`src/verilog/lswd_pkg.sv`:
```
/*
 * Shared constants of the low speed watchdog timer: register offsets,
 * field positions, reset values, unlock keys and timing counts.
 * Assumes an 8-bit special-function-register bus with 8-bit offsets.
 */
package lswd_pkg;

    // ------------------------------------------------------------------
    // Register offsets
    // ------------------------------------------------------------------
    localparam logic [7:0] LSWD_RESET_CONTROL_OFS = 8'hab;
    localparam logic [7:0] LSWD_MAIN_CONTROL_OFS  = 8'hd8;
    localparam logic [7:0] LSWD_EXT_IRQ_EN_OFS    = 8'he8;
    localparam logic [7:0] LSWD_TIMED_KEY_OFS     = 8'hc7;

    // ------------------------------------------------------------------
    // Field positions
    // ------------------------------------------------------------------
    localparam int LSWD_RUN_ENABLE_BIT    = 7;
    localparam int LSWD_COUNTER_CLEAR_BIT = 6;
    localparam int LSWD_TIMEOUT_FLAG_BIT  = 5;
    localparam int LSWD_RUN_IN_SLEEP_BIT  = 4;
    localparam int LSWD_RESET_FLAG_BIT    = 3;
    localparam int LSWD_INTERVAL_MSB      = 2;
    localparam int LSWD_RESET_FUNC_BIT    = 0;
    localparam int LSWD_IRQ_ENABLE_BIT    = 4;

    // ------------------------------------------------------------------
    // Reset values
    // ------------------------------------------------------------------
    localparam logic [7:0] LSWD_RESET_CONTROL_RST = 8'h00;
    localparam logic [7:0] LSWD_EXT_IRQ_EN_RST    = 8'h00;

    // ------------------------------------------------------------------
    // Timed access keys and window
    // ------------------------------------------------------------------
    localparam logic [7:0] LSWD_KEY_FIRST  = 8'haa;
    localparam logic [7:0] LSWD_KEY_SECOND = 8'h55;
    localparam int         LSWD_KEY_WINDOW = 4;

    // ------------------------------------------------------------------
    // Timing
    // ------------------------------------------------------------------
    localparam int LSWD_CLK_PERIOD_NS  = 10;
    localparam int LSWD_SLOW_FREQ_HZ   = 10000;
    localparam int LSWD_SLOW_PERIOD_NS = 1000000000 / LSWD_SLOW_FREQ_HZ;
    localparam int LSWD_SLOW_DIV       = LSWD_SLOW_PERIOD_NS / LSWD_CLK_PERIOD_NS;
    localparam int LSWD_BASE_COUNT     = 64;
    localparam int LSWD_GRACE_COUNT    = 512;
    localparam int LSWD_CNT_W          = 15;
    localparam int LSWD_GRACE_W        = 10;

    // Interval code to prescale shift: divisors 1,2,8,16,32,64,128,256
    function automatic logic [3:0] lswd_shift(input logic [2:0] code);
        logic [3:0] s;
        s = 4'h0;
        case (code)
            3'h0: s = 4'h0;
            3'h1: s = 4'h1;
            3'h2: s = 4'h3;
            3'h3: s = 4'h4;
            3'h4: s = 4'h5;
            3'h5: s = 4'h6;
            3'h6: s = 4'h7;
            default: s = 4'h8;
        endcase
        return s;
    endfunction

endpackage

```
`src/verilog/lswd_tick_div.sv`:
```
/*
 * Divider that turns the system clock into a one-cycle enable pulse
 * at the slow watchdog rate.
 * Assumes one clock, asynchronous active-high reset.
 */
`timescale 1ns/10ps
module lswd_tick_div
    import lswd_pkg::*;
#(
    parameter int DIV = LSWD_SLOW_DIV
)(
    input  wire logic mclk_in,
    input  wire logic reset_in,
    output logic      tick_out
);

    typedef struct packed {
        logic [15:0] cnt;
        logic        tick;
    } lswd_div_t;

    lswd_div_t st_q;
    lswd_div_t st_d;

    // ------------------------------------------------------------------
    // Divider
    // ------------------------------------------------------------------
    always_comb
    begin
        st_d      = st_q;
        st_d.tick = 1'b0;
        if (st_q.cnt == 16'(DIV - 1))
        begin
            st_d.cnt  = 16'h0000;
            st_d.tick = 1'b1;
        end
        else
        begin
            st_d.cnt = st_q.cnt + 16'h0001;
        end
    end

    always_ff @(posedge mclk_in or posedge reset_in)
    begin
        if (reset_in)
            st_q <= '0;
        else
            st_q <= st_d;
    end

    assign tick_out = st_q.tick;

endmodule

```
`src/verilog/lswd_key_unlock.sv`:
```
/*
 * Timed access unlock: two key writes in sequence open a short window
 * in which one protected register write is accepted.
 * Assumes single-cycle register write strobes on the system clock.
 */
`timescale 1ns/10ps
module lswd_key_unlock
    import lswd_pkg::*;
#(
    parameter int WINDOW = LSWD_KEY_WINDOW
)(
    input  wire logic       mclk_in,
    input  wire logic       reset_in,
    input  wire logic       wr_in,
    input  wire logic [7:0] addr_in,
    input  wire logic [7:0] wdata_in,
    input  wire logic       consume_in,
    output logic            open_out
);

    typedef struct packed {
        logic       first_seen;
        logic [3:0] left;
    } lswd_key_t;

    lswd_key_t st_q;
    lswd_key_t st_d;
    logic      key_wr;

    // ------------------------------------------------------------------
    // Key sequence
    // ------------------------------------------------------------------
    always_comb
    begin
        key_wr = wr_in && (addr_in == LSWD_TIMED_KEY_OFS);
        st_d   = st_q;
        if (st_q.left != 4'h0)
            st_d.left = st_q.left - 4'h1;
        if (consume_in)
            st_d.left = 4'h0;
        if (key_wr)
        begin
            if (st_q.first_seen && wdata_in == LSWD_KEY_SECOND)
            begin
                st_d.left       = 4'(WINDOW);
                st_d.first_seen = 1'b0;
            end
            else
            begin
                st_d.first_seen = (wdata_in == LSWD_KEY_FIRST);
            end
        end
        else if (wr_in)
        begin
            st_d.first_seen = 1'b0;
        end
    end

    always_ff @(posedge mclk_in or posedge reset_in)
    begin
        if (reset_in)
            st_q <= '0;
        else
            st_q <= st_d;
    end

    assign open_out = (st_q.left != 4'h0);

endmodule

```
`src/verilog/lswd_top.sv`:
```
/*
 * Low speed watchdog timer: slow tick counter with selectable interval,
 * time-out flag and interrupt, delayed system reset, sleep handling and
 * timed-access protected control registers on the register bus.
 * Assumes a synchronous byte-wide register bus, a power-on indication
 * that stays high for at least one clock after reset is released, and a sleep level from
 * the core.
 */
`timescale 1ns/10ps
module lswd_top
    import lswd_pkg::*;
#(
    parameter int SLOW_DIV = LSWD_SLOW_DIV
)(
    input  wire logic       mclk_in,
    input  wire logic       reset_in,
    input  wire logic       power_on_in,
    input  wire logic       config_watch_disable_in,
    input  wire logic       sleep_in,
    input  wire logic       sfr_wr_in,
    input  wire logic [7:0] sfr_addr_in,
    input  wire logic [7:0] sfr_wdata_in,
    output logic      [7:0] sfr_rdata_out,
    output logic            irq_out,
    output logic            wake_out,
    output logic            watch_reset_out
);

    // ------------------------------------------------------------------
    // State
    // ------------------------------------------------------------------
    typedef struct packed {
        logic                    watch_run_enable;
        logic                    load_config;
        logic                    counter_clear;
        logic                    timeout_irq_flag;
        logic                    run_in_sleep;
        logic                    watch_reset_flag;
        logic [2:0]              interval_select;
        logic                    watch_reset_function_enable;
        logic [7:0]              extended_interrupt_enable;
        logic [LSWD_CNT_W-1:0]   count;
        logic                    grace_armed;
        logic [LSWD_GRACE_W-1:0] grace;
        logic                    sleep_prev;
        logic [7:0]              rdata;
        logic                    irq;
        logic                    wake;
        logic                    wreset;
    } lswd_state_t;

    lswd_state_t st_q;
    lswd_state_t st_d;

    logic                  slow_tick;
    logic                  key_open;
    logic                  wr_main;
    logic                  wr_rctl;
    logic                  wr_eie;
    logic                  prot_wr;
    logic                  sleep_edge;
    logic                  counting;
    logic                  timeout;
    logic [LSWD_CNT_W-1:0] terminal;
    logic                  count_zero;
    logic                  grace_tick;
    logic                  grace_done;
    logic [7:0]            main_view;
    logic [7:0]            rctl_view;
    logic                  wd_run;
    logic                  wd_clear;
    logic                  wd_flag_keep;
    logic                  wd_sleep_run;
    logic                  wd_rflag_keep;
    logic [2:0]            wd_interval;
    logic                  wd_reset_func;

    // ------------------------------------------------------------------
    // Slow tick and unlock
    // ------------------------------------------------------------------
    lswd_tick_div #(
        .DIV        (SLOW_DIV)
    ) u_tick (
        .mclk_in    (mclk_in),
        .reset_in   (reset_in),
        .tick_out   (slow_tick)
    );

    lswd_key_unlock u_key (
        .mclk_in    (mclk_in),
        .reset_in   (reset_in),
        .wr_in      (sfr_wr_in),
        .addr_in    (sfr_addr_in),
        .wdata_in   (sfr_wdata_in),
        .consume_in (prot_wr),
        .open_out   (key_open)
    );

    // ------------------------------------------------------------------
    // Address decode
    // ------------------------------------------------------------------
    always_comb
    begin
        wr_main = 1'b0;
        wr_rctl = 1'b0;
        wr_eie  = 1'b0;
        if (sfr_wr_in && sfr_addr_in == LSWD_MAIN_CONTROL_OFS)
        begin
            wr_main = key_open;
        end
        else if (sfr_wr_in && sfr_addr_in == LSWD_RESET_CONTROL_OFS)
        begin
            wr_rctl = key_open;
        end
        else if (sfr_wr_in && sfr_addr_in == LSWD_EXT_IRQ_EN_OFS)
        begin
            wr_eie = 1'b1;
        end
        prot_wr = wr_main || wr_rctl;
    end

    // ------------------------------------------------------------------
    // Write data fields
    // ------------------------------------------------------------------
    always_comb
    begin
        wd_run        = sfr_wdata_in[LSWD_RUN_ENABLE_BIT];
        wd_clear      = sfr_wdata_in[LSWD_COUNTER_CLEAR_BIT];
        wd_flag_keep  = sfr_wdata_in[LSWD_TIMEOUT_FLAG_BIT];
        wd_sleep_run  = sfr_wdata_in[LSWD_RUN_IN_SLEEP_BIT];
        wd_rflag_keep = sfr_wdata_in[LSWD_RESET_FLAG_BIT];
        wd_interval   = sfr_wdata_in[LSWD_INTERVAL_MSB:0];
        wd_reset_func = sfr_wdata_in[LSWD_RESET_FUNC_BIT];
    end

    // ------------------------------------------------------------------
    // Counter control
    // ------------------------------------------------------------------
    always_comb
    begin
        terminal   = (LSWD_CNT_W'(LSWD_BASE_COUNT) << lswd_shift(st_q.interval_select))
                     - LSWD_CNT_W'(1);
        sleep_edge = (sleep_in != st_q.sleep_prev);
        counting   = st_q.watch_run_enable && (!sleep_in || st_q.run_in_sleep);
        timeout    = counting && slow_tick && (st_q.count == terminal);
        count_zero = !st_q.watch_run_enable || st_q.counter_clear || sleep_edge;
        grace_tick = st_q.grace_armed && slow_tick && !count_zero;
        grace_done = grace_tick && (st_q.grace == LSWD_GRACE_W'(LSWD_GRACE_COUNT - 1));
    end

    // ------------------------------------------------------------------
    // Read views
    // ------------------------------------------------------------------
    always_comb
    begin
        main_view                         = 8'h00;
        main_view[LSWD_RUN_ENABLE_BIT]    = st_q.watch_run_enable;
        main_view[LSWD_COUNTER_CLEAR_BIT] = 1'b0;
        main_view[LSWD_TIMEOUT_FLAG_BIT]  = st_q.timeout_irq_flag;
        main_view[LSWD_RUN_IN_SLEEP_BIT]  = st_q.run_in_sleep;
        main_view[LSWD_RESET_FLAG_BIT]    = st_q.watch_reset_flag;
        main_view[LSWD_INTERVAL_MSB:0]    = st_q.interval_select;
        rctl_view                         = 8'h00;
        rctl_view[LSWD_RESET_FUNC_BIT]    = st_q.watch_reset_function_enable;
    end

    // ------------------------------------------------------------------
    // Next state
    // ------------------------------------------------------------------
    always_comb
    begin
        st_d               = st_q;
        st_d.counter_clear = 1'b0;
        st_d.sleep_prev    = sleep_in;
        st_d.wake          = 1'b0;
        st_d.wreset        = 1'b0;

        // --------------------------------------------------------------
        // Configuration load after reset
        // --------------------------------------------------------------
        if (st_q.load_config)
        begin
            st_d.watch_run_enable = !config_watch_disable_in;
            st_d.load_config      = 1'b0;
        end

        // --------------------------------------------------------------
        // Register writes
        // --------------------------------------------------------------
        if (wr_main)
        begin
            st_d.watch_run_enable = wd_run;
            st_d.counter_clear    = wd_clear;
            st_d.run_in_sleep     = wd_sleep_run;
            st_d.interval_select  = wd_interval;
            if (!wd_flag_keep)
            begin
                st_d.timeout_irq_flag = 1'b0;
            end
            if (!wd_rflag_keep)
            begin
                st_d.watch_reset_flag = 1'b0;
            end
        end
        if (wr_rctl)
        begin
            st_d.watch_reset_function_enable = wd_reset_func;
        end
        if (wr_eie)
        begin
            st_d.extended_interrupt_enable = sfr_wdata_in;
        end

        // --------------------------------------------------------------
        // Counter
        // --------------------------------------------------------------
        if (count_zero)
        begin
            st_d.count       = '0;
            st_d.grace_armed = 1'b0;
            st_d.grace       = '0;
        end
        else if (counting && slow_tick)
        begin
            if (timeout)
            begin
                st_d.count            = '0;
                st_d.timeout_irq_flag = 1'b1;
                st_d.wake             = sleep_in;
                if (st_q.watch_reset_function_enable && !st_q.grace_armed)
                begin
                    st_d.grace_armed = 1'b1;
                    st_d.grace       = '0;
                end
            end
            else
            begin
                st_d.count = st_q.count + LSWD_CNT_W'(1);
            end
        end

        // --------------------------------------------------------------
        // Reset grace period, cut by any counter clear
        // --------------------------------------------------------------
        if (grace_done)
        begin
            st_d.grace_armed      = 1'b0;
            st_d.wreset           = 1'b1;
            st_d.watch_reset_flag = 1'b1;
        end
        else if (grace_tick)
        begin
            st_d.grace = st_q.grace + LSWD_GRACE_W'(1);
        end

        // --------------------------------------------------------------
        // Power-on clears the retained fields
        // --------------------------------------------------------------
        if (power_on_in)
        begin
            st_d.watch_reset_flag            = 1'b0;
            st_d.run_in_sleep                = 1'b0;
            st_d.interval_select             = 3'h0;
            st_d.watch_reset_function_enable = 1'b0;
        end

        st_d.irq = st_d.timeout_irq_flag
                   && st_d.extended_interrupt_enable[LSWD_IRQ_ENABLE_BIT];

        // --------------------------------------------------------------
        // Read data
        // --------------------------------------------------------------
        if (sfr_addr_in == LSWD_MAIN_CONTROL_OFS)
        begin
            st_d.rdata = main_view;
        end
        else if (sfr_addr_in == LSWD_RESET_CONTROL_OFS)
        begin
            st_d.rdata = rctl_view;
        end
        else if (sfr_addr_in == LSWD_EXT_IRQ_EN_OFS)
        begin
            st_d.rdata = st_q.extended_interrupt_enable;
        end
        else
        begin
            st_d.rdata = 8'h00;
        end
    end

    // ------------------------------------------------------------------
    // Registers
    // ------------------------------------------------------------------
    always_ff @(posedge mclk_in or posedge reset_in)
    begin
        if (reset_in)
        begin
            // Retained fields keep their values through this reset
            st_q.watch_run_enable          <= 1'b0;
            st_q.load_config               <= 1'b1;
            st_q.counter_clear             <= 1'b0;
            st_q.timeout_irq_flag          <= 1'b0;
            st_q.extended_interrupt_enable <= LSWD_EXT_IRQ_EN_RST;
            st_q.count                     <= '0;
            st_q.grace_armed               <= 1'b0;
            st_q.grace                     <= '0;
            st_q.sleep_prev                <= 1'b0;
            st_q.rdata                     <= 8'h00;
            st_q.irq                       <= 1'b0;
            st_q.wake                      <= 1'b0;
            st_q.wreset                    <= 1'b0;
        end
        else
        begin
            st_q <= st_d;
        end
    end

    assign sfr_rdata_out   = st_q.rdata;
    assign irq_out         = st_q.irq;
    assign wake_out        = st_q.wake;
    assign watch_reset_out = st_q.wreset;

endmodule

```
`config.mk`:
```
export PLATFORM = sky130hd
export DESIGN_NAME = lswd_top
export DESIGN_NICKNAME = d
export VERILOG_FILES = /design/src/verilog/lswd_pkg.sv /design/src/verilog/lswd_tick_div.sv /design/src/verilog/lswd_key_unlock.sv /design/src/verilog/lswd_top.sv
export SDC_FILE = /design/constraint.sdc
export NUM_CORES = 1
export LEC_CHECK = 0
export ABC_AREA = 1
export ABC_CLOCK_PERIOD_IN_PS = 3200
export BUFFER_PORTS_ARGS = -buffer_cell sky130_fd_sc_hd__buf_4
export CAP_MARGIN = 10
export CORE_MARGIN = 2
export CORE_UTILIZATION = 50
export CTS_BUF_LIST = sky130_fd_sc_hd__clkbuf_4 sky130_fd_sc_hd__clkbuf_8 sky130_fd_sc_hd__clkbuf_16
export CTS_CLUSTER_DIAMETER = 30
export DETAILED_ROUTE_END_ITERATION = 10
export PLACE_DENSITY = 0.64
export SLEW_MARGIN = 40
export SYNTH_ARGS = -nofsm -noshare
export SYNTH_HDL_FRONTEND = slang
export SYNTH_SLANG_ARGS = --single-unit
export TNS_END_PERCENT = 5
```
`constraint.sdc`:
```
create_clock -name mclk_in -period 3.2 [get_ports mclk_in]
set_clock_uncertainty 0.05 [all_clocks]
set_input_delay 0.32 -clock mclk_in [delete_from_list [all_inputs] [get_ports mclk_in]]
set_output_delay 0.32 -clock mclk_in [all_outputs]
set_load 0.01 [all_outputs]
```
==> impl_metrics.toml <==
[floorplan]
coreArea_sq_mm = 0.00822
ios = 33
die_area_sq_mm = 0.00923
start_util_pct = 51.6
rows = 33
die_h_microns = 96.1
die_x_microns = 96.1

[setup_path]
crit_type = "flip-flop to flip-flop"
worstReg2RegStart = "u_key.st_q[0]"
endpoint_kind = "flip-flop"
cp.arrival_ps = 2330
path_max_fanout = 12
reg2reg_depth = 10
r2r_end = "u_key.st_q[0]"
required_ps = 3440
startpoint_type = "flip-flop"
reg2reg_setup_slack_ps = 1110

[global_routing]
grt_overflow = 0
grt_pass1_wl_microns = 15400
grt_max_degree = 28
first_global_vias = 3422
track_usage_pct = 21.6
antenna_found_initial = 0

[place]
gp_congestion = 0.901
place_hpwl_microns = 6670
post-place-cells = 664
portBuffers = 32

[route]
vias = 3498
drt-vias-per-instance = 5.14
drc_errors = 0
routed_wirelength_microns = 9120
drt-pass1-iter-count = 5
drtAntennaViolNets = 0
wl_per_cell_microns = 13.4
drt_iter0_markers = 125

[yosys]
synth_area_leaders = "dfrtp_1 (42%), nand2_1 (11%), inv_1 (7.0%)"
synth.cell_area_sq_mm = 0.00424
yosysTopAreaCell = "dfrtp_1"
yosys_register_bits = 78
syn-num-nets = 567
yosysWarnings = 0
netlist.area_leader.share_pct = 41.9
seq_area_frac_synth_pct = 46.8
avgSynthCellArea_sq_um = 7.84
yosys.cell_types.count = 38
synth_cells = 541

[hold_path]
min-delay-start = "sleep_in"
hold-path-cell-count = 1
worst_hold_path_type = "primary input to flip-flop"
min_to = "st_q[11]"

[clocking]
numCtsBuffers = 9
clock_sinks = 78
clk_pin_slew_ps = 80
cts_resized = 0
htreeDepth = 3
clockBufferDepth = 2
cts-root-buf = "clkbuf_8"
clk_latency_ps = 360
cts_tree = "built"

[run_status]
status = "complete, no violations"

[cells_and_area]
drive_above_1_share_pct = 12.5
area_delta_synth_final_pct = 11.0
num_antenna_cells = 0
seqCellArea_sq_mm = 0.00198
layout.nets = 597
nFillCells = 760
multi_input_area_sq_mm = 0.00184
stdcell_count = 681

[timing]
slew_viol_final = 0
relSlewSlack_pct = 59.8
fmaxAchievable_ghz = 0.479
fin_crit_ps = 2090
finalHoldViolCount = 0
setup_viol = 0
rsz0062_at_grt = "no"
finalSetupTns_ps = 0
worstMarginPinSlew_ps = 598
finalCritPeriodShare_pct = 65.3

[flow_run]
max-cap-violations = 0

[pwr]
ir_drop_v = 0.000202
leakage_nw = 2.34
p_per_area_mw_per_mm2 = 384
-- cell families (layout without fill, tap and decap cells) --
group / count (synthesis) / count (layout) / share of synthesized area, %
buf+inv: 97 / 132 / 9.86
xor+xnor: 25 / 25 / 5.17
flops: 78 / 78 / 46.8
simple gates: 280 / 280 / 29.0
fa+ha+maj: 4 / 4 / 1.18
compound gates: 56 / 56 / 7.88
other cells: 1 / 1 / 0.0885
-- worst max-delay path: stages, from the launching register on --
cell and delay (ps):
dfrtp_1 400, inv_1 80, ha_1 180, nand2_1 60, nor2_1 230, nor2_1 120
nand2_1 310, inv_1 130, nor2_1 240, o21ai_0 130, nor2_1 100
-- state kept, by name, indices dropped and copies added (netlist names) --
register,flops
st_q,37
u_key.st_q,5
u_tick.st_q,16
wake_out,1
rctl_view,1
sfr_rdata_out,8
irq_out,1
main_view,7
watch_reset_out,1
u_tick.tick_out,1
-- cells in the mapped netlist, drive strengths merged --
| library cell | number |
|---|---|
| o21ai | 30 |
| edfxtp | 6 |
| a22o | 2 |
| inv | 81 |
| a211oi | 4 |
| a31oi | 1 |
| and3 | 1 |
| nor3b | 1 |
| o31ai | 1 |
| conb | 1 |
| or2 | 3 |
| nand2 | 122 |
| dfstp | 1 |
| nand3 | 56 |
| nor2 | 72 |
| o21a | 1 |
| ha | 4 |
| nand4 | 9 |
| xor2 | 25 |
| nand3b | 3 |
| o22ai | 4 |
| buf | 15 |
| a21oi | 12 |
| nor3 | 13 |
| dfrtp | 71 |
| o211ai | 1 |
| clkbuf | 1 |
-- area by class of cell --
type	instances	share of cell area (%)
tap	105	2.79
clock buffer	11	3.09
inverter	81	6.49
timing repair buffer	35	5.64
clock inverter	5	0.718
multi-input combinational	366	39.1
sequential	78	42.2
-- routing by layer --
metal  up-vias  part of all wire [%]  track usage, %
li1       1771                     -               -
met3        15                   4.9            3.99
met2        74                    48            35.0
met1      1638                    46            28.2
met5         -                     0               0
met4         0                   1.7            9.40
-- how the worst max path moves through the flow --
stage / from / endpoint / slack (ps) / depth (start not counted)
6_report: u_key.st_q[0] / u_key.st_q[0] / 1110 / 10
5_1_grt: u_key.st_q[0] / u_key.st_q[0] / 890 / 10
2_1_floorplan: reset_in / main_view[0] / 790 / 1
4_1_cts: main_view[7] / st_q[33] / 1000 / 6
3_3_place_gp: sleep_in / st_q[32] / 1110 / 7
3_5_place_dp: sleep_in / st_q[33] / 980 / 7
-- power by group --
part	switching, mW	internal, mW	leakage, nW	total [mW]
clock	0.377	0.312	0.0891	0.689
sequential	0.00826	1.01	1.03	1.02
combinational	0.0688	0.0338	1.22	0.103
-- what timing repair did --
action	4_1_cts	5_1_grt
hold buffers	1	0
buffers inserted	0	0
hold endpoints to repair	19	0
-- per-stage QoR --
step / utilization [%] / area [sq um] / power [mW] / worst slack, ps / hold WS [ps]
2_1_floorplan: - / 4240 / 1.09 / 793 / 301
3_3_place_gp: 54.9 / 4510 / 1.14 / 1110 / 309
3_5_place_dp: 54.9 / 4510 / 1.14 / 984 / 308
4_1_cts: 57.2 / 4700 / 1.83 / 1000 / 54.8
5_1_grt: 57.3 / 4700 / 1.89 / 885 / 55.9
6_report: 57.3 / 4700 / 1.81 / 1110 / 67.0
-- layout by cell type (no fill, tap or decap), types with 4 or more instances in the layout --
master and count:
o21ai_1 7, edfxtp_1 6, dfrtp_1 71, nand3_1 55, xor2_1 25, nand4_1 9
o21ai_0 22, buf_4 34, clkbuf_8 10, nor2_2 6, a21oi_1 11, nand2_1 121
nor3_1 11, o22ai_1 4, inv_1 78, a211oi_1 4, ha_1 4, nor2_1 64
(Power assumes the default switching activity.)
